### config.mk
export PLATFORM = sky130hd
export DESIGN_NAME = tsd_trim_swap_regs
export DESIGN_NICKNAME = d
export VERILOG_FILES = /design/src/tsd_pkg.sv /design/src/tsd_trim_swap_regs.sv /design/src/tsd_fuse_loader.sv /design/src/tsd_overlap_timer.sv
export SDC_FILE = /design/constraint.sdc
export NUM_CORES = 1
export LEC_CHECK = 0
export BUFFER_PORTS_ARGS = -buffer_cell sky130_fd_sc_hd__buf_4
export CAP_MARGIN = 20
export CORE_MARGIN = 8
export CORE_UTILIZATION = 38
export CTS_CLUSTER_DIAMETER = 40
export CTS_CLUSTER_SIZE = 16
export DETAILED_ROUTE_END_ITERATION = 8
export GPL_ROUTABILITY_DRIVEN = 0
export PLACE_DENSITY = 0.65
export SYNTH_ARGS = -nofsm -noshare
export SYNTH_HDL_FRONTEND = slang
export SYNTH_HIERARCHICAL = 1
export SYNTH_SLANG_ARGS = --single-unit
### constraint.sdc
create_clock -name core_clk -period 3.4 [get_ports core_clk]
set_clock_uncertainty 0.1 [all_clocks]
set_input_delay 1.02 -clock core_clk [delete_from_list [all_inputs] [get_ports core_clk]]
set_output_delay 1.02 -clock core_clk [all_outputs]
set_load 0.01 [all_outputs]
### src/tsd_pkg.sv
// Shared constants, types and decode functions for the trim and swap delay register bank.
`default_nettype none
package tsd_pkg;

    // ------------------------------------------------------------------
    // Widths of the bus and of the stored registers.
    // ------------------------------------------------------------------
    localparam int ADDR_W = 12;
    localparam int DATA_W = 32;
    localparam int TRIM_W = 8;
    localparam int BG_FIELD_W = 4;
    localparam int SWAP_FIELD_W = 5;
    localparam int NREG = 7;
    localparam int SEL_W = 4;

    // ------------------------------------------------------------------
    // Slots of the register array.
    // ------------------------------------------------------------------
    localparam int REG_GAIN = 0;
    localparam int REG_BG = 1;
    localparam int REG_TERM_A = 2;
    localparam int REG_TERM_B = 3;
    localparam int REG_TERM_C = 4;
    localparam int REG_TERM_D = 5;
    localparam int REG_SWAP = 6;

    // ------------------------------------------------------------------
    // Register indices; the byte address is four times the index.
    // ------------------------------------------------------------------
    typedef logic [7:0] tsd_idx_t;
    localparam tsd_idx_t IDX_GAIN = 8'h7A;
    localparam tsd_idx_t IDX_BG = 8'h7C;
    localparam tsd_idx_t IDX_TERM_A = 8'h7E;
    localparam tsd_idx_t IDX_TERM_B = 8'h7F;
    localparam tsd_idx_t IDX_TERM_C = 8'h80;
    localparam tsd_idx_t IDX_TERM_D = 8'h81;
    localparam tsd_idx_t IDX_SWAP = 8'h9A;
    localparam tsd_idx_t REG_IDX [NREG] = '{IDX_GAIN, IDX_BG, IDX_TERM_A, IDX_TERM_B,
                                            IDX_TERM_C, IDX_TERM_D, IDX_SWAP};

    // ------------------------------------------------------------------
    // Values after reset, overlap timing and bus response codes.
    // ------------------------------------------------------------------
    localparam logic [TRIM_W-1:0] RST_TRIM = 8'h00;
    localparam logic [TRIM_W-1:0] RST_SWAP = 8'h08;
    localparam int OVL_CNT_W = 7;
    localparam logic [OVL_CNT_W-1:0] OVL_BASE_CYC = 7'h04;
    localparam int OVL_SCALE = 2;
    localparam logic [1:0] RESP_OKAY = 2'h0;
    localparam logic [1:0] RESP_SLVERR = 2'h2;

    // Overlap timer states.
    typedef enum logic [0:0] {
        OVL_IDLE = 1'b0,
        OVL_ACTIVE = 1'b1
    } tsd_ovl_e;

    // Returns {hit, slot} for a byte address; misses give all zero.
    function automatic logic [SEL_W-1:0] tsd_decode(input logic [ADDR_W-1:0] addr);
        logic [SEL_W-1:0] sel;
        sel = '0;
        for (int i = 0; i < NREG; i++) begin
            if (addr[ADDR_W-1:2] == {2'h0, REG_IDX[i]}) begin
                sel = {1'b1, 3'(i)};
            end
        end
        return sel;
    endfunction : tsd_decode

    // Number of converter clock cycles that both converters share an input.
    function automatic logic [OVL_CNT_W-1:0] tsd_overlap_cycles(input logic [SWAP_FIELD_W-1:0] dly);
        return OVL_BASE_CYC + OVL_CNT_W'(OVL_SCALE * dly);
    endfunction : tsd_overlap_cycles

endpackage : tsd_pkg
`default_nettype wire

### src/tsd_trim_swap_regs.sv
// AXI4-Lite register bank holding converter trims and the swap overlap delay.
// How it works
// - Eight-bit gain trim at index 0x7A drives all converter cores together.
// - Band-gap trim uses bits 3:0 at index 0x7C; bits 7:4 stored too.
// - After reset each trim takes its fuse value; software may read and overwrite.
// - Four eight-bit termination trims, inputs A to D, at indices 0x7E to 0x81.
// - Five-bit delay field at index 0x9A, resets to 0x08, range 0 to 31.
// - Overlap lasts four plus twice the delay field in converter cycles.
//
// Our own choice: the AXI4-Lite interface to the registers.
`timescale 1ns/1ps
`default_nettype none
module tsd_trim_swap_regs (
    input wire logic core_clk, // Register and converter clock, 200 MHz.
    input wire logic rst, // Synchronous reset, active high.
    input wire logic [tsd_pkg::TRIM_W-1:0] fuse_gain, // Fuse gain trim.
    input wire logic [tsd_pkg::TRIM_W-1:0] fuse_bandgap, // Fuse band-gap trim.
    input wire logic [tsd_pkg::TRIM_W-1:0] fuse_term_a, // Fuse input A termination.
    input wire logic [tsd_pkg::TRIM_W-1:0] fuse_term_b, // Fuse input B termination.
    input wire logic [tsd_pkg::TRIM_W-1:0] fuse_term_c, // Fuse input C termination.
    input wire logic [tsd_pkg::TRIM_W-1:0] fuse_term_d, // Fuse input D termination.
    input wire logic swap_start, // Pulse from calibration: begin a swap overlap.
    input wire logic [tsd_pkg::ADDR_W-1:0] s_axi_awaddr, // Write address.
    input wire logic s_axi_awvalid, // Write address valid.
    output logic s_axi_awready, // Write address ready.
    input wire logic [tsd_pkg::DATA_W-1:0] s_axi_wdata, // Write data.
    input wire logic [3:0] s_axi_wstrb, // Write byte strobes.
    input wire logic s_axi_wvalid, // Write data valid.
    output logic s_axi_wready, // Write data ready.
    output logic [1:0] s_axi_bresp, // Write response.
    output logic s_axi_bvalid, // Write response valid.
    input wire logic s_axi_bready, // Write response ready.
    input wire logic [tsd_pkg::ADDR_W-1:0] s_axi_araddr, // Read address.
    input wire logic s_axi_arvalid, // Read address valid.
    output logic s_axi_arready, // Read address ready.
    output logic [tsd_pkg::DATA_W-1:0] s_axi_rdata, // Read data.
    output logic [1:0] s_axi_rresp, // Read response.
    output logic s_axi_rvalid, // Read data valid.
    input wire logic s_axi_rready, // Read data ready.
    output logic [tsd_pkg::TRIM_W-1:0] core_gain_adjust, // Gain trim to all cores.
    output logic [tsd_pkg::BG_FIELD_W-1:0] bandgap_trim, // Band-gap trim field.
    output logic [tsd_pkg::TRIM_W-1:0] term_trim_a, // Input A termination trim.
    output logic [tsd_pkg::TRIM_W-1:0] term_trim_b, // Input B termination trim.
    output logic [tsd_pkg::TRIM_W-1:0] term_trim_c, // Input C termination trim.
    output logic [tsd_pkg::TRIM_W-1:0] term_trim_d, // Input D termination trim.
    output logic overlap_active, // High while two converters share an input.
    output logic swap_done, // Pulse as an overlap ends.
    output logic trims_loaded // High once fuse values are captured, one cycle before the trims take them.
);
    import tsd_pkg::*;

    // ------------------------------------------------------------------
    // Declarations.
    // ------------------------------------------------------------------
    logic [TRIM_W-1:0] regs_r [NREG];
    logic [TRIM_W-1:0] cap_gain;
    logic [TRIM_W-1:0] cap_bandgap;
    logic [TRIM_W-1:0] cap_term_a;
    logic [TRIM_W-1:0] cap_term_b;
    logic [TRIM_W-1:0] cap_term_c;
    logic [TRIM_W-1:0] cap_term_d;
    logic load_pulse;
    logic awready_r;
    logic wready_r;
    logic arready_r;
    logic aw_got_r;
    logic w_got_r;
    logic [ADDR_W-1:0] awaddr_r;
    logic [TRIM_W-1:0] wbyte_r;
    logic wlane0_r;
    logic bvalid_r;
    logic [1:0] bresp_r;
    logic rvalid_r;
    logic [1:0] rresp_r;
    logic [DATA_W-1:0] rdata_r;
    logic [SEL_W-1:0] wr_sel;
    logic [SEL_W-1:0] rd_sel;
    logic [2:0] wr_idx;
    logic [2:0] rd_idx;
    logic do_write;
    logic ar_take;

    // ------------------------------------------------------------------
    // Fuse capture and overlap timing.
    // ------------------------------------------------------------------
    tsd_fuse_loader u_fuse (
        .core_clk(core_clk),
        .rst(rst),
        .fuse_gain(fuse_gain),
        .fuse_bandgap(fuse_bandgap),
        .fuse_term_a(fuse_term_a),
        .fuse_term_b(fuse_term_b),
        .fuse_term_c(fuse_term_c),
        .fuse_term_d(fuse_term_d),
        .cap_gain(cap_gain),
        .cap_bandgap(cap_bandgap),
        .cap_term_a(cap_term_a),
        .cap_term_b(cap_term_b),
        .cap_term_c(cap_term_c),
        .cap_term_d(cap_term_d),
        .load_pulse(load_pulse),
        .loaded(trims_loaded)
    );

    tsd_overlap_timer u_ovl (
        .core_clk(core_clk),
        .rst(rst),
        .swap_start(swap_start),
        .overlap_delay(regs_r[REG_SWAP][SWAP_FIELD_W-1:0]),
        .overlap_active(overlap_active),
        .swap_done(swap_done)
    );

    // ------------------------------------------------------------------
    // Address decode.
    // ------------------------------------------------------------------
    // register index decode
    assign wr_sel = tsd_decode(awaddr_r);
    assign rd_sel = tsd_decode(s_axi_araddr);
    assign wr_idx = wr_sel[2:0];
    assign rd_idx = rd_sel[2:0];
    assign do_write = aw_got_r && w_got_r && !bvalid_r;
    assign ar_take = s_axi_arvalid && arready_r;

    // ------------------------------------------------------------------
    // Write address and data channels, taken in either order.
    // ------------------------------------------------------------------
    // Address channel; ready stays low until the fuse values have landed.
    always_ff @(posedge core_clk) begin
        if (rst) begin
            awready_r <= 1'b0;
            aw_got_r <= 1'b0;
            awaddr_r <= '0;
        end else begin
            if (s_axi_awvalid && awready_r) begin
                awready_r <= 1'b0;
                aw_got_r <= 1'b1;
                awaddr_r <= s_axi_awaddr;
            end else if (load_pulse || (bvalid_r && s_axi_bready)) begin
                awready_r <= 1'b1;
            end
            if (do_write) begin
                aw_got_r <= 1'b0;
            end
        end
    end

    // Data channel; only byte lane 0 carries register bits.
    always_ff @(posedge core_clk) begin
        if (rst) begin
            wready_r <= 1'b0;
            w_got_r <= 1'b0;
            wbyte_r <= '0;
            wlane0_r <= 1'b0;
        end else begin
            if (s_axi_wvalid && wready_r) begin
                wready_r <= 1'b0;
                w_got_r <= 1'b1;
                wbyte_r <= s_axi_wdata[TRIM_W-1:0];
                wlane0_r <= s_axi_wstrb[0];
            end else if (load_pulse || (bvalid_r && s_axi_bready)) begin
                wready_r <= 1'b1;
            end
            if (do_write) begin
                w_got_r <= 1'b0;
            end
        end
    end

    // Write response; an unmapped address answers with a slave error.
    always_ff @(posedge core_clk) begin
        if (rst) begin
            bvalid_r <= 1'b0;
            bresp_r <= RESP_OKAY;
        end else if (do_write) begin
            bvalid_r <= 1'b1;
            bresp_r <= wr_sel[SEL_W-1] ? RESP_OKAY : RESP_SLVERR;
        end else if (bvalid_r && s_axi_bready) begin
            bvalid_r <= 1'b0;
        end
    end

    // ------------------------------------------------------------------
    // Register storage.
    // ------------------------------------------------------------------
    // fuse load after reset
    always_ff @(posedge core_clk) begin
        if (rst) begin
            for (int i = 0; i < NREG; i++) begin
                regs_r[i] <= RST_TRIM;
            end
            regs_r[REG_SWAP] <= RST_SWAP;
        end else if (load_pulse) begin
            regs_r[REG_GAIN] <= cap_gain;
            regs_r[REG_BG] <= cap_bandgap;
            regs_r[REG_TERM_A] <= cap_term_a;
            regs_r[REG_TERM_B] <= cap_term_b;
            regs_r[REG_TERM_C] <= cap_term_c;
            regs_r[REG_TERM_D] <= cap_term_d;
        end else if (do_write && wr_sel[SEL_W-1] && wlane0_r) begin
            regs_r[wr_idx] <= wbyte_r;
        end
    end

    // ------------------------------------------------------------------
    // Read channel.
    // ------------------------------------------------------------------
    // read returns stored value
    always_ff @(posedge core_clk) begin
        if (rst) begin
            arready_r <= 1'b0;
            rvalid_r <= 1'b0;
            rresp_r <= RESP_OKAY;
            rdata_r <= '0;
        end else if (ar_take) begin
            arready_r <= 1'b0;
            rvalid_r <= 1'b1;
            rresp_r <= rd_sel[SEL_W-1] ? RESP_OKAY : RESP_SLVERR;
            rdata_r <= rd_sel[SEL_W-1] ? {{(DATA_W-TRIM_W){1'b0}}, regs_r[rd_idx]} : '0;
        end else if (load_pulse || (rvalid_r && s_axi_rready)) begin
            arready_r <= 1'b1;
            rvalid_r <= 1'b0;
        end
    end

    // ------------------------------------------------------------------
    // Outputs, each straight from a flip-flop.
    // ------------------------------------------------------------------
    assign s_axi_awready = awready_r;
    assign s_axi_wready = wready_r;
    assign s_axi_bvalid = bvalid_r;
    assign s_axi_bresp = bresp_r;
    assign s_axi_arready = arready_r;
    assign s_axi_rvalid = rvalid_r;
    assign s_axi_rresp = rresp_r;
    assign s_axi_rdata = rdata_r;
    assign core_gain_adjust = regs_r[REG_GAIN];
    assign bandgap_trim = regs_r[REG_BG][BG_FIELD_W-1:0];
    assign term_trim_a = regs_r[REG_TERM_A];
    assign term_trim_b = regs_r[REG_TERM_B];
    assign term_trim_c = regs_r[REG_TERM_C];
    assign term_trim_d = regs_r[REG_TERM_D];

    logic [OVL_CNT_W-1:0] ovl_len_r;
    logic [OVL_CNT_W-1:0] ovl_target_r;

    // Measures each overlap window and the length it should have.
    always_ff @(posedge core_clk) begin
        if (rst) begin
            ovl_len_r <= '0;
            ovl_target_r <= '0;
        end else begin
            ovl_len_r <= overlap_active ? ovl_len_r + OVL_CNT_W'(1) : '0;
            if (swap_start && !overlap_active) begin
                ovl_target_r <= tsd_overlap_cycles(regs_r[REG_SWAP][SWAP_FIELD_W-1:0]);
            end
        end
    end
endmodule : tsd_trim_swap_regs
`default_nettype wire

### src/tsd_fuse_loader.sv
// Captures the factory fuse trims once after reset and signals when to load them.
`timescale 1ns/1ps
`default_nettype none
module tsd_fuse_loader (
    input wire logic core_clk, // Register clock.
    input wire logic rst, // Synchronous reset, active high.
    input wire logic [tsd_pkg::TRIM_W-1:0] fuse_gain, // Fuse value for the core gain trim.
    input wire logic [tsd_pkg::TRIM_W-1:0] fuse_bandgap, // Fuse value for the band-gap trim.
    input wire logic [tsd_pkg::TRIM_W-1:0] fuse_term_a, // Fuse value for input A termination.
    input wire logic [tsd_pkg::TRIM_W-1:0] fuse_term_b, // Fuse value for input B termination.
    input wire logic [tsd_pkg::TRIM_W-1:0] fuse_term_c, // Fuse value for input C termination.
    input wire logic [tsd_pkg::TRIM_W-1:0] fuse_term_d, // Fuse value for input D termination.
    output logic [tsd_pkg::TRIM_W-1:0] cap_gain, // Captured gain trim.
    output logic [tsd_pkg::TRIM_W-1:0] cap_bandgap, // Captured band-gap trim.
    output logic [tsd_pkg::TRIM_W-1:0] cap_term_a, // Captured input A termination.
    output logic [tsd_pkg::TRIM_W-1:0] cap_term_b, // Captured input B termination.
    output logic [tsd_pkg::TRIM_W-1:0] cap_term_c, // Captured input C termination.
    output logic [tsd_pkg::TRIM_W-1:0] cap_term_d, // Captured input D termination.
    output logic load_pulse, // One-cycle pulse: copy captures into the registers.
    output logic loaded // High once the captures are valid.
);
    import tsd_pkg::*;

    // Sequencing: one pulse at the first edge after reset release.
    always_ff @(posedge core_clk) begin
        if (rst) begin
            load_pulse <= 1'b0;
            loaded <= 1'b0;
        end else begin
            load_pulse <= !loaded;
            loaded <= 1'b1;
        end
    end

    // The fuse levels are caught by a clock after release, never by the reset itself.
    always_ff @(posedge core_clk) begin
        if (rst) begin
            cap_gain <= RST_TRIM;
            cap_bandgap <= RST_TRIM;
            cap_term_a <= RST_TRIM;
            cap_term_b <= RST_TRIM;
            cap_term_c <= RST_TRIM;
            cap_term_d <= RST_TRIM;
        end else if (!loaded) begin
            cap_gain <= fuse_gain;
            cap_bandgap <= fuse_bandgap;
            cap_term_a <= fuse_term_a;
            cap_term_b <= fuse_term_b;
            cap_term_c <= fuse_term_c;
            cap_term_d <= fuse_term_d;
        end
    end

endmodule : tsd_fuse_loader
`default_nettype wire

### src/tsd_overlap_timer.sv
// Times the window in which two converters sample the same input during a swap.
`timescale 1ns/1ps
`default_nettype none
module tsd_overlap_timer (
    input wire logic core_clk, // Converter clock, shared with the registers.
    input wire logic rst, // Synchronous reset, active high.
    input wire logic swap_start, // One-cycle request to begin an overlap.
    input wire logic [tsd_pkg::SWAP_FIELD_W-1:0] overlap_delay, // Delay field value.
    output logic overlap_active, // High while both converters share the input.
    output logic swap_done // One-cycle pulse as the overlap ends.
);
    import tsd_pkg::*;

    tsd_ovl_e state_r;
    logic [OVL_CNT_W-1:0] cnt_r;

    // The delay is sampled at the start so a late register write cannot stretch a swap.
    always_ff @(posedge core_clk) begin
        if (rst) begin
            state_r <= OVL_IDLE;
            cnt_r <= '0;
            overlap_active <= 1'b0;
            swap_done <= 1'b0;
        end else begin
            swap_done <= 1'b0;
            unique case (state_r)
                OVL_IDLE: begin
                    if (swap_start) begin
                        state_r <= OVL_ACTIVE;
                        overlap_active <= 1'b1;
                        cnt_r <= tsd_overlap_cycles(overlap_delay) - OVL_CNT_W'(1);
                    end
                end
                OVL_ACTIVE: begin
                    if (cnt_r == '0) begin
                        state_r <= OVL_IDLE;
                        overlap_active <= 1'b0;
                        swap_done <= 1'b1;
                    end else begin
                        cnt_r <= cnt_r - OVL_CNT_W'(1);
                    end
                end
            endcase
        end
    end

endmodule : tsd_overlap_timer
`default_nettype wire

# Yosys cells after proc, flatten, opt, wreduce, memory -nomap -nowiden
# Memory sizes are Yosys's and may differ from the RTL's.
# Cells that the tools add are included.
[totals]
mem_bits_rw = 56
wordCells = 129
output_inout_bits = 88
reg_bits = 124
input_bits = 116
mem_count = 1
mem_bits_ro = 0
latch_bits = 0
[mem_list]
columns = ["memory", "words", "word_bits", "read_ports", "rd_clocked_by_memory_dff", "write_ports", "line_no", "source"]
rows = [
  ["regs_r", 7, 8, 8, 0, 7, "tsd_trim_swap_regs.sv:55", "logic [TRIM_W-1:0] regs_r [NREG];"],
]
[op_classes]
n_reduce_logical = 24
shifts = 0
n_div = 0
mux = 51
bitwise_logic = 8
add_sub_neg = 3
n_eq_ne = 17
magnitude_cmp = 0
multipliers = 0
[ops]
columns = ["op", "n"]
rows = [
  ["$eq 10x7->1 const B", 8],
  ["$mux 8", 9],
  ["$eq 10x8->1 const B", 6],
  ["$mux 4", 14],
  ["$mux 1", 20],
  ["$mux 7", 2],
  ["$pmux 7 s2", 1],
  ["$sub 7x1->7 const B", 2],
  ["$reduce_or 2->1", 5],
  ["$logic_and 1x1->1", 9],
  ["$reduce_or 8->1", 1],
  ["$add 3x6->7 const A", 1],
  ["$logic_not 7->1", 1],
  ["$or 1x1->1", 7],
  ["$ne 2x2->1 const B", 3],
  ["$mux 2", 2],
  ["$pmux 1 s2", 2],
  ["$reduce_and 2->1", 2],
  ["$reduce_bool 2->1", 2],
  ["$mux 3", 1],
  ["$logic_not 1->1", 2],
  ["$logic_or 1x1->1", 2],
  ["$not 1->1", 1],
]

# Depth between registers and ports, before layout
# Gate-level depths: netlist (run 1).
[logic_depth]
ltp_word = 16
mapped_depth = 8
ltp_nobuf = 6

# Cells and area by module
# Netlist (run 1), hierarchy kept.
[by_module_without_submodules]
columns = ["mod", "n_inst", "cells_per_inst", "seq_area_each_um2", "area_each_um2"]
rows = [
  ["tsd_trim_swap_regs", 1, 425, 2642.5, 4843.4],
  ["tsd_fuse_loader", 1, 160, 1001.0, 1760.4],
  ["tsd_overlap_timer", 1, 68, 200.2, 596.8],
]

# Worst setup path before layout (run 1)
# No wires, ideal clock.
[synth_timing]
kind = "input to register"
from = "input port s_axi_araddr[10] (netlist name)"
to = "register rdata_r[6], in the netlist s_axi_rdata[6]"
setup_ns = 0.093
path_stages = 8
arrival_time_ns = 2.739
setup_slack_ns = 0.468
required_time_ns = 3.207
n_path_buf = 2
cell_sequence = "nand4bb_1 or4_1 buf_6 o21ai_4 buf_12 mux2_4 a211o_2 o311ai_2"
[synth_via]
elab_chain_len = 9
elab_cells_between_ends = 16
classes_between = "eq/ne (7); mux (8); memory (1)"
[synth_rtl]
columns = ["element", "line_no", "source"]
rows = [
  ["start, declared", "tsd_trim_swap_regs.sv:33", "input wire logic [tsd_pkg::ADDR_W-1:0] s_axi_araddr,"],
  ["$eq 10x7->1", "tsd_pkg.sv:63", "if (addr[ADDR_W-1:2] == {2'h0, REG_IDX[i]}) begin"],
  ["$mux 4 (5 in a row)", "tsd_pkg.sv:63", ""],
  ["$mux 4 *", "tsd_pkg.sv:63", ""],
  ["$mem_v2 7x8 or $mux 4 (tied branches)", "-", ""],
  ["$mux 8 *", "tsd_trim_swap_regs.sv:219", "rdata_r <= rd_sel[SEL_W-1] ? {{(DATA_W-TRIM_W){1'b0}}, regs_r[rd_idx]} : '0;"],
  ["end signal, assigned", "tsd_trim_swap_regs.sv:219", ""],
  ["end, declared", "tsd_trim_swap_regs.sv:75", "logic [DATA_W-1:0] rdata_r;"],
]
# Mark *: on every way between the ends. The rest lies on a longest branch, timed or not.
# A chain may end at the register's enable or synchronous reset.

# Final worst setup path (run 1)
[layout_timing]
from = "input port s_axi_araddr[10] (netlist name)"
to = "register rdata_r[3], in the netlist s_axi_rdata[3]"
# The elaborated chain is that of the path after synthesis.

==> summary.md, run 1 <==
- **outcome** finished, final reports clean
- **number of optimization iterations in the first detailed-route pass** 5
- **post-CTS repair timing setup buffer count** 0
- **flop-to-flop setup slack** 0.93 ns
- **Clock Sink Count** 160
- **Core Footprint** 18600 µm²
- **# nets final** 912
- **worst max-slew margin expressed relative to the limit** 40.7%
- **final worst-path cycle share** 81.1%
- **total number of H-tree levels** 4
- **worst hold slack** 0.354 ns
- **Crit Path Max Fanout** 7
- **worst setup path start** s_axi_araddr[10]
- **area post-placement** 8380 µm²
- **post-place setup slack** 0.247 ns
- **Post-DP HPWL** 14.6 mm
- **min cycle time layout** 2.76 ns
- **max frequency** 363 MHz
- **Crit path required time** 3.67 ns
- **Std-Cell Rows** 50
- **Yosys warning count** 6
- **crit end category** flop
- **DRC violations left** 0
- **DIE WIDTH** 154 µm
- **setup repair after global routing missed its margin** false
- **share of flip-flops with an asynchronous set or reset** 0%
- **cell count after placement** 1008
- **final std cells w/o fill** 1040
- **number of hold violations in the final report** 0
- **synthesized area per cell** 11.0 µm²
- **power density over the cells** 495 nW/µm²
- **clock transition at the registers of the reported paths** 0.06 ns
- **worst setup slack after layout** 0.644 ns
- **critical path's largest stage delay** 0.65 ns
- **worst path cell trace** buf_4 -> nand4bb_1 -> or4_1 -> buf_4 -> mux2i_1 -> a221oi_1 -> a22o_1
- **wire length per cell after detailed routing** 18.9 µm
- **first-pass GRT wire length** 29.3 mm
- **static leakage** 0.00385 µW
- **final-report max-slew violation count** 0
- **Resized Gates After CTS** 0
- **type of origin of the critical path** input port
- **EDFF count, synth** 64
- **post-route cell area** 8940 µm²
- **Starting DRT DRC Count** 312
- **predominant post-synthesis flop cell** sky130_fd_sc_hd__dfxtp_1
- **largest net degree at the start of global routing** 57
- **startpoint of the worst register-to-register path** s_axi_bvalid
- **total of flip-flops plus latches after synthesis** 160
- **final total negative setup slack** 0 ns
- **via count of the first global-routing pass** 5063
- **startpoint of the lowest-slack hold path** awaddr_r[11]
- **Critical Path AT** 3.03 ns
- **register area share after synthesis** 53.4%
- **combined area of all synthesized cells** 7200 µm²
- **latest clock arrival within the worst-skew pair** 0.42 ns
- **number of antenna violations at the first check in global routing** 0
- **worst flop-to-flop path endpoint** regs_r[1][2]
- **starting utilization of the core area** 38.6%
- **unique cell type count in the Yosys netlist** 68
- **Total Routed Length** 19.7 mm
- **worst r2r path cells** 5
- **global route total overflow** 0
- **Tightest Pin Transition** 0.889 ns
- **number of cells produced by synthesis** 653
- **# Max-Cap Violations** 0
- **total of hold buffers inserted after clock tree synthesis** 0
- **share of final-layout standard cells stronger than drive strength 1** 26.6%
- **CTS tree** done
- **Root Buffer** sky130_fd_sc_hd__clkbuf_16
- **ratio of routed vias to standard cells** 5.07
- **Inserted Clock Buffers** 17
- **Worst Hold Path Cells** 2
- **DIE HEIGHT** 154 µm
- **overall global routing resource usage** 16.3%
- **count of port buffers added during placement** 146
- **final setup fails** 0
- **Critical-path top delay cell** sky130_fd_sc_hd__or4_1
- **post-route antenna net violation count** 0
- **worst vdd rail ir drop** 0.000404 V
- **I/O pins** 204
- **CP most frequent cell** sky130_fd_sc_hd__buf_4
- **area growth from synthesis to final layout** 24.1%
- **total inserted antenna cells** 0
- **type of the worst setup path** in -> reg
- **Total Die Area** 23600 µm²
- **Hold Path Class** reg -> reg
- **capture endpoint of the worst hold path** awaddr_r[11]
- **maximum root-to-sink buffer count** 2
- **via count** 5277
-- sequential cells by signal, indices dropped and copies added (netlist names), 7 cells and up --
| name | flops |
|---|---|
| awaddr_r | 10 |
| regs_r | 64 |
| s_axi_rdata | 8 |
| u_fuse/cap_bandgap | 8 |
| u_fuse/cap_gain | 8 |
| u_fuse/cap_term_a | 8 |
| u_fuse/cap_term_b | 8 |
| u_fuse/cap_term_c | 8 |
| u_fuse/cap_term_d | 8 |
| u_ovl/cnt_r | 7 |
| wbyte_r | 8 |
-- where the power goes --
| group | switching, µW | internal (µW) | leakage [µW] |
|---|---|---|---|
| Combinational | 227 | 214 | 0.00212 |
| Sequential | 89.9 | 2100 | 0.00146 |
| Clock | 773 | 1020 | 0.000275 |
| Total | 1090 | 3330 | 0.00385 |
-- final cells by class --
type / instances / area [µm²]
clock buffers: 20 / 479
clock inverters: 12 / 80.1
fillers: 1696 / 9710
inverters: 8 / 30.0
multi-input cells: 444 / 2980
flip-flops and latches: 160 / 3840
well taps: 234 / 293
repair buffers: 162 / 1230
-- cell families after synthesis --
family	Yosys count	synth area share (%)
AND/OR/NAND/NOR	197	13.8
flip-flops	160	53.4
AO/OA/AOI/OAI	128	13.7
buffers and inverters	82	7.04
multiplexers	77	10.8
adder cells (fa/ha/maj)	4	0.660
XOR/XNOR	4	0.487
other	1	0.0521
-- synth_stat cells (4+ instances only) --
library cell	count	area (µm²)
sky130_fd_sc_hd__dfxtp_1	96	1920
sky130_fd_sc_hd__mux2i_1	74	741
sky130_fd_sc_hd__nor2_1	70	263
sky130_fd_sc_hd__edfxtp_1	64	1920
sky130_fd_sc_hd__a22o_1	54	473
sky130_fd_sc_hd__nand2_1	53	199
sky130_fd_sc_hd__buf_4	36	270
sky130_fd_sc_hd__a21oi_1	27	135
sky130_fd_sc_hd__clkbuf_1	19	71.3
sky130_fd_sc_hd__and2_1	13	81.3
sky130_fd_sc_hd__nand2b_1	12	75.1
sky130_fd_sc_hd__o22ai_1	12	75.1
sky130_fd_sc_hd__buf_1	10	37.5
sky130_fd_sc_hd__nand3_1	9	45.0
sky130_fd_sc_hd__inv_1	7	26.3
sky130_fd_sc_hd__nor2b_1	7	43.8
sky130_fd_sc_hd__a221oi_1	6	52.6
sky130_fd_sc_hd__and3_1	4	25.0
sky130_fd_sc_hd__buf_2	4	20.0
sky130_fd_sc_hd__nor3_1	4	20.0
sky130_fd_sc_hd__nor3_2	4	40.0
sky130_fd_sc_hd__o21ai_0	4	20.0
-- worst max path at each step --
stage,endpoint,slack [ns],cells after the start
2_1_floorplan,s_axi_rdata[6],0.47,8
3_3_place_gp,s_axi_rdata[3],0.24,7
3_5_place_dp,s_axi_rdata[3],0.25,7
4_1_cts,s_axi_rdata[3],0.68,7
5_1_grt,regs_r[0][4],0.59,5
6_report,s_axi_rdata[3],0.64,7
-- layout by cell type (no fill, tap or decap), types with 7 or more instances in the layout --
| cell | netlist | layout |
|---|---|---|
| sky130_fd_sc_hd__buf_4 | 36 | 161 |
| sky130_fd_sc_hd__dfxtp_1 | 96 | 95 |
| sky130_fd_sc_hd__mux2i_1 | 74 | 74 |
| sky130_fd_sc_hd__nor2_1 | 70 | 70 |
| sky130_fd_sc_hd__edfxtp_1 | 64 | 64 |
| sky130_fd_sc_hd__a22o_1 | 54 | 54 |
| sky130_fd_sc_hd__nand2_1 | 53 | 53 |
| sky130_fd_sc_hd__conb_1 | 1 | 34 |
| sky130_fd_sc_hd__a21oi_1 | 27 | 27 |
| sky130_fd_sc_hd__clkbuf_16 | 0 | 19 |
| sky130_fd_sc_hd__and2_1 | 13 | 13 |
| sky130_fd_sc_hd__nand2b_1 | 12 | 12 |
| sky130_fd_sc_hd__o22ai_1 | 12 | 12 |
| sky130_fd_sc_hd__nand3_1 | 9 | 9 |
| sky130_fd_sc_hd__inv_1 | 7 | 7 |
-- worst max-delay path: cells and delay by family --
kind | cells | cell delay, ns
multiplexers | 1 | 0.19
AO/OA/AOI/OAI | 2 | 0.58
AND/OR/NAND/NOR | 2 | 0.88
buffers and inverters | 2 | 0.35
-- routing by layer --
metal / global-route usage [%] / wire length [µm] / vias up
met2: 26.5 / 9460 / 181
met5: 0 / 0 / -
met3: 5.10 / 1620 / 14
met1: 20.3 / 8380 / 2497
met4: 4.76 / 189 / 0
li1: - / - / 2585
-- through the flow --
step	utilization, %	power (µW)
2_1_floorplan	-	2480
3_3_place_gp	44.9	2670
3_5_place_dp	44.9	2670
4_1_cts	47.9	4460
5_1_grt	47.9	4580
6_report	47.9	4420
Power figures use the tool's default switching activity.
==> inputs of run 2 (changes only) <==
==> constraint.sdc (replaced) <==
create_clock -name core_clk -period 2.7 [get_ports core_clk]
set_clock_uncertainty 0.1 [all_clocks]
set_input_delay 0.81 -clock core_clk [delete_from_list [all_inputs] [get_ports core_clk]]
set_output_delay 0.81 -clock core_clk [all_outputs]
set_load 0.01 [all_outputs]
==> summary.md, run 2 (same netlist as run 1, synthesis figures left out) <==
- **number of antenna violations at the first check in global routing** 0, unchanged
- **Inserted Clock Buffers** 17, unchanged
- **Total Die Area** 23600 µm², unchanged
- **DRC violations left** 0, unchanged
- **commonest non-fill, non-tap cells in the layout** sky130_fd_sc_hd__buf_4 (184), sky130_fd_sc_hd__dfxtp_1 (95), sky130_fd_sc_hd__mux2i_1 (74), sky130_fd_sc_hd__nor2_1 (70), sky130_fd_sc_hd__edfxtp_1 (64)
- **min cycle time layout** 2.49 ns
- **share of final-layout standard cells stronger than drive strength 1** 28.6%, +2.1 points
- **power density over the cells** 631 nW/µm², +28%
- **worst max-slew margin expressed relative to the limit** 40.7%, about the same
- **worst vdd rail ir drop** 0.000402 V, -0.48%
- **# Max-Cap Violations** 0, unchanged
- **I/O pins** 204, unchanged
- **Post-DP HPWL** 14.9 mm, +2.3%
- **Crit path required time** 2.96 ns, -0.71 ns
- **sum of internal, switching and leakage power** 5800 µW, +31%
- **Tightest Pin Transition** 0.890 ns, +0.000262 ns
- **max FFs per register** 64, unchanged
- **via count of the first global-routing pass** 5384, +6.3%
- **leading cell type in the layout, fill and taps excluded** sky130_fd_sc_hd__buf_4
- **final-report max-slew violation count** 0, unchanged
- **Critical-path top delay cell** sky130_fd_sc_hd__or4_1
- **DIE WIDTH** 154 µm, unchanged
- **static leakage** 0.00400 µW, +3.8%
- **Starting DRT DRC Count** 273, -13%
- **wire length per cell after detailed routing** 18.9 µm, +0.13%
- **clock transition at the registers of the reported paths** 0.06 ns, about the same
- **CTS tree** done
- **ratio of routed vias to standard cells** 5.10, +0.48%
- **number of hold violations in the final report** 0, unchanged
- **worst setup path start** s_axi_araddr[10]
- **Core Footprint** 18600 µm², unchanged
- **critical path's largest stage delay** 0.64 ns, about the same
- **count of port buffers added during placement** 146, unchanged
- **latest clock arrival within the worst-skew pair** 0.42 ns, about the same
- **CP most frequent cell** sky130_fd_sc_hd__buf_4
- **Root Buffer** sky130_fd_sc_hd__clkbuf_16
- **Hold Path Class** reg -> reg
- **top register by number of flip-flops** regs_r
- **outcome** finished, final reports clean
- **worst flop-to-flop path endpoint** regs_r[0][2]
- **max frequency** 401 MHz
- **type of the worst setup path** in -> reg
- **worst r2r path cells** 6, +1
- **capturing element of the worst setup path** s_axi_rdata[5]
- **Top Registers** regs_r x64, awaddr_r x10
- **first-pass GRT wire length** 30.5 mm, +4.0%
- **final worst-path cycle share** 92.3%
- **setup repair after global routing missed its margin** false
- **# nets final** 937, +2.7%
- **via count** 5430, +2.9%
- **post-route antenna net violation count** 0, unchanged
- **final setup fails** 0, unchanged
- **starting utilization of the core area** 38.6%, unchanged
- **Total Routed Length** 20.1 mm, +2.5%
- **largest net degree at the start of global routing** 50, -12%
- **type of origin of the critical path** input port
- **Crit Path Max Fanout** 6, -1
- **worst path cell trace** buf_4 -> nand4bb_1 -> or4_1 -> buf_4 -> buf_4 -> mux2i_1 -> a221oi_1 -> a22o_1
- **crit end category** flop
- **startpoint of the worst register-to-register path** s_axi_bvalid
- **area post-placement** 8590 µm², +2.5%
- **post-CTS repair timing setup buffer count** 0, unchanged
- **Critical Path AT** 2.75 ns, -0.28 ns
- **number of optimization iterations in the first detailed-route pass** 5, unchanged
- **post-route cell area** 9190 µm², +2.9%
- **total number of H-tree levels** 4, unchanged
- **Resized Gates After CTS** 0, unchanged
- **flop-to-flop setup slack** 0.41 ns, -0.52 ns
- **total inserted antenna cells** 0, unchanged
- **Std-Cell Rows** 50, unchanged
- **Clock Sink Count** 160, unchanged
- **maximum root-to-sink buffer count** 2, unchanged
- **overall global routing resource usage** 16.7%, +0.48 points
- **global route total overflow** 0, unchanged
- **DIE HEIGHT** 154 µm, unchanged
- **total of hold buffers inserted after clock tree synthesis** 0, unchanged
- **area growth from synthesis to final layout** 27.7%
[run 2: layout make-up]
| class | instances | area (µm²) |
|---|---|---|
| timing repair buffer | 187 | 1440 |
| fill | 1750 | 9450 |
| sequential | 160 | 3840 |
| clock inverter | 13 | 160 |
| inverter | 8 | 30.0 |
| multi-input combinational | 444 | 2980 |
| tap | 234 | 293 |
| clock buffer | 19 | 443 |
[run 2: worst min path at each step]
stage | to | slack, ns | from | cells after the start
global placement | awaddr_r[11] | 0.34 | awaddr_r[11] | 2
global route | s_axi_rresp[1] | 0.38 | s_axi_rresp[1] | 2
CTS | awaddr_r[10] | 0.36 | awaddr_r[10] | 2
finish | awaddr_r[10] | 0.36 | awaddr_r[10] | 2
floorplan | regs_r[7][0] | 0.31 | wbyte_r[0] | 0
detailed placement | awaddr_r[10] | 0.35 | awaddr_r[10] | 2
[run 2: routing by layer]
metal	track usage (%)	part of all wire, %
met5	0	0
met4	5.97	1.9
met3	4.34	6.4
met2	27.1	47
met1	21.3	45
[run 2: where the power goes]
group	switching, µW	leakage, µW	internal (µW)	total (µW)
Sequential	116	0.00146	2640	2760
Clock	979	0.000293	1480	2460
Combinational	290	0.00224	290	580
Total	1380	0.00400	4420	5800
[run 2: critical path, delay by kind of cell]
family	cells	cell delay [ns]
simple gates	2	0.84
mux	1	0.12
compound gates	2	0.49
buf+inv	3	0.49
[run 2: through the flow]
stage          instances  setup slack (ns)  TNS, ns  utilization (%)  hold slack [ns]
4_1_cts             1065             0.259        0             49.3            0.358
2_1_floorplan        686           -0.0218  -0.0218                -            0.306
3_5_place_dp        1033            -0.163   -0.912             46.1            0.350
3_3_place_gp        1033            -0.146   -0.723             46.1            0.343
5_1_grt             1065            0.0862        0             49.3            0.381
6_report            1065             0.208        0             49.3            0.357
==> inputs of run 3 (changes only) <==
--- a/config.mk
+++ b/config.mk
@@ -5,15 +5,17 @@
 export SDC_FILE = /design/constraint.sdc
 export NUM_CORES = 1
 export LEC_CHECK = 0
+export ABC_AREA = 1
 export BUFFER_PORTS_ARGS = -buffer_cell sky130_fd_sc_hd__buf_4
 export CAP_MARGIN = 20
 export CORE_MARGIN = 8
 export CORE_UTILIZATION = 38
+export CTS_BUF_LIST = sky130_fd_sc_hd__clkbuf_4 sky130_fd_sc_hd__clkbuf_8 sky130_fd_sc_hd__clkbuf_16
 export CTS_CLUSTER_DIAMETER = 40
 export CTS_CLUSTER_SIZE = 16
 export DETAILED_ROUTE_END_ITERATION = 8
 export GPL_ROUTABILITY_DRIVEN = 0
-export PLACE_DENSITY = 0.65
+export PLACE_DENSITY = 0.64
 export SYNTH_ARGS = -nofsm -noshare
 export SYNTH_HDL_FRONTEND = slang
 export SYNTH_HIERARCHICAL = 1
==> summary.md, run 3 <==
- **Std-Cell Rows** 53, +6.0%
- **starting utilization of the core area** 38.5%, -0.12 points
- **largest net degree at the start of global routing** 98, +96%
- **ratio of routed vias to standard cells** 4.78, -6.3%
- **Critical Path AT** 2.39 ns, -0.36 ns
- **number of antenna violations at the first check in global routing** 0, unchanged
- **commonest cells in the netlist** sky130_fd_sc_hd__nand2_1 (323), sky130_fd_sc_hd__nor2_1 (157), sky130_fd_sc_hd__inv_1 (104)
- **setup repair after global routing missed its margin** false
- **count of port buffers added during placement** 146, unchanged
- **number of cells produced by synthesis** 1073, +64%
- **final-report max-slew violation count** 0, unchanged
- **max FFs per register** 64, unchanged
- **Tightest Pin Transition** 0.888 ns, -0.00140 ns
- **Starting DRT DRC Count** 571, +110%
- **DRC violations left** 0, unchanged
- **Crit path required time** 2.74 ns, -0.22 ns
- **Hold Path Class** reg -> reg
- **worst setup slack after layout** 0.350 ns, +0.142 ns
- **Core Footprint** 20900 µm², +12%
- **Post-DP HPWL** 17.0 mm, +14%
- **DIE HEIGHT** 161 µm, +5.1%
- **static leakage** 0.00478 µW, +20%
- **type of the worst setup path** reg -> reg
- **synthesized area per cell** 7.50 µm², -32%
- **max frequency** 426 MHz, +6.1%
- **crit end category** flop
- **I/O pins** 204, unchanged
- **post-CTS repair timing setup buffer count** 0, unchanged
- **register area share after synthesis** 47.8%, -5.6 points
- **area growth from synthesis to final layout** 22.9%
- **Total Die Area** 26100 µm², +10%
- **worst vdd rail ir drop** 0.000379 V, -5.7%
- **most common cell in the synthesized netlist** sky130_fd_sc_hd__nand2_1
- **maximum root-to-sink buffer count** 2, unchanged
- **final worst-path cycle share** 87.0%, -5.3 points
- **unique cell type count in the Yosys netlist** 33, -51%
- **CTS tree** done
- **cell count after placement** 1468, +42%
- **number of hold violations in the final report** 0, unchanged
- **Resized Gates After CTS** 0, unchanged
- **commonest non-fill, non-tap cells in the layout** sky130_fd_sc_hd__nand2_1 (323), sky130_fd_sc_hd__buf_4 (164), sky130_fd_sc_hd__nor2_1 (156), sky130_fd_sc_hd__inv_1 (104), sky130_fd_sc_hd__dfxtp_1 (95)
- **share of flip-flops with an asynchronous set or reset** 0%, unchanged
- **via count** 7163, +32%
- **leading cell type in the layout, fill and taps excluded** sky130_fd_sc_hd__nand2_1
- **Root Buffer** sky130_fd_sc_hd__clkbuf_16
- **largest cells by area after synthesis** sky130_fd_sc_hd__dfxtp_1 (24%), sky130_fd_sc_hd__edfxtp_1 (24%), sky130_fd_sc_hd__nand2_1 (15%)
- **type of origin of the critical path** flop
- **clock transition at the registers of the reported paths** 0.07 ns, about the same
- **EDFF count, synth** 64, unchanged
- **final total negative setup slack** 0 ns, unchanged
- **Total Routed Length** 23.0 mm, +14%
- **sum of internal, switching and leakage power** 5810 µW, +0.19%
- **Clock Sink Count** 160, unchanged
- **# Max-Cap Violations** 0, unchanged
- **total inserted antenna cells** 0, unchanged
- **total of flip-flops plus latches after synthesis** 160, unchanged
- **wire length per cell after detailed routing** 15.4 µm, -19%
- **Top Registers** regs_r x64, awaddr_r x10
- **global route total overflow** 0, unchanged
- **# nets final** 1331, +42%
- **combined area of all synthesized cells** 8040 µm², +12%
- **cell taking the most area after synthesis** sky130_fd_sc_hd__dfxtp_1
- **share of final-layout standard cells stronger than drive strength 1** 18.4%, -10 points
- **min cycle time layout** 2.35 ns, -0.142 ns
- **top register by number of flip-flops** regs_r
- **latest clock arrival within the worst-skew pair** 0.44 ns, +0.02 ns
- **first-pass GRT wire length** 36.3 mm, +19%
- **post-place setup slack** 0.172 ns, +0.335 ns
- **total of hold buffers inserted after clock tree synthesis** 0, unchanged
- **number of optimization iterations in the first detailed-route pass** 5, unchanged
- **Inserted Clock Buffers** 17, unchanged
- **worst hold slack** 0.355 ns, -0.00274 ns
- **final setup fails** 0, unchanged
- **DIE WIDTH** 161 µm, +5.1%
- **predominant post-synthesis flop cell** sky130_fd_sc_hd__dfxtp_1
- **Yosys warning count** 6, unchanged
- **worst max-slew margin expressed relative to the limit** 40.8%, +0.093 points
- **Yosys top cell area share** 23.9%, -2.8 points
- **post-route antenna net violation count** 0, unchanged
- **outcome** finished, final reports clean
- **power density over the cells** 588 nW/µm², -6.9%
- **overall global routing resource usage** 17.6%, +0.90 points
- **via count of the first global-routing pass** 6796, +26%
- **total number of H-tree levels** 4, unchanged
- **Crit Path Max Fanout** 23, +17
- **final std cells w/o fill** 1500, +41%
==> run 3: cell count changes after synthesis, moves of 54 or more <==
cell                      delta
sky130_fd_sc_hd__mux2i_1    -74
sky130_fd_sc_hd__a22o_1     -54
sky130_fd_sc_hd__nand3_1    +56
sky130_fd_sc_hd__nand2_1   +270
sky130_fd_sc_hd__nor2_1     +87
sky130_fd_sc_hd__nand4_1    +86
sky130_fd_sc_hd__inv_1      +97
==> run 3: power by group <==
group	total (µW)	switching (µW)	internal, µW	leakage, µW
clock network	2360	1100	1260	0.000286
registers	2780	122	2660	0.00146
logic	665	383	282	0.00303
total	5810	1600	4210	0.00478
==> run 3: logic make-up (layout without fill, tap and decap cells) <==
| kind of cell | Yosys count | in the layout | share of synthesized area, % |
|---|---|---|---|
| adders and majority gates | 3 | 3 | 0.467 |
| AOI/OAI and AO/OA | 58 | 58 | 3.72 |
| and+or+nand+nor | 661 | 661 | 36.2 |
| xor gates and xnor gates | 1 | 1 | 0.109 |
| other | 1 | 34 | 0.0466 |
| DFF | 160 | 160 | 47.8 |
| buffers and inverters | 189 | 308 | 11.7 |
==> run 3: worst paths after layout <==
kind | cells after the start | end | slack, ns | startpoint
hold reg to reg | 2 | s_axi_rdata[3] | 0.35 | s_axi_rdata[3]
setup reg to reg | 10 | regs_r[5][1] | 0.35 | awaddr_r[5]
hold / removal | 2 | s_axi_rdata[3] | 0.35 | s_axi_rdata[3]
setup / recovery | 10 | regs_r[5][1] | 0.35 | awaddr_r[5]
==> run 3: worst max-delay path: stages, from the launching register on <==
cell	delay (ns)
sky130_fd_sc_hd__dfxtp_1	0.40
sky130_fd_sc_hd__inv_1	0.07
sky130_fd_sc_hd__nor3_1	0.17
sky130_fd_sc_hd__and2_4	0.20
sky130_fd_sc_hd__nand2_1	0.08
sky130_fd_sc_hd__nand3_2	0.11
sky130_fd_sc_hd__nor2_2	0.06
sky130_fd_sc_hd__nor2_8	0.27
sky130_fd_sc_hd__nand2_1	0.19
sky130_fd_sc_hd__o21ai_0	0.18
sky130_fd_sc_hd__buf_4	0.21
==> run 3: cell type report <==
type / instances / area [µm²]
fill: 2119 / 11000
sequential: 160 / 3840
multi-input combinational: 757 / 3400
timing repair buffer: 169 / 1330
clock buffer: 18 / 450
inverter: 107 / 402
tap: 275 / 344
clock inverter: 14 / 121
==> run 3: layer usage <==
| layer | GRT usage [%] | share of wire [%] | up-vias |
|---|---|---|---|
| met5 | 0 | 0 | - |
| met4 | 7.91 | 3.0 | 0 |
| met3 | 4.35 | 7.3 | 43 |
| li1 | - | - | 3701 |
| met1 | 22.3 | 43 | 3146 |
| met2 | 28.1 | 46 | 273 |
==> run 3: stage by stage <==
| stage | util, % | area [µm²] |
|---|---|---|
| 2_1_floorplan | - | 8170 |
| 3_3_place_gp | 44.6 | 9320 |
| 3_5_place_dp | 44.6 | 9320 |
| 4_1_cts | 47.3 | 9890 |
| 5_1_grt | 47.3 | 9890 |
| 6_report | 47.3 | 9890 |
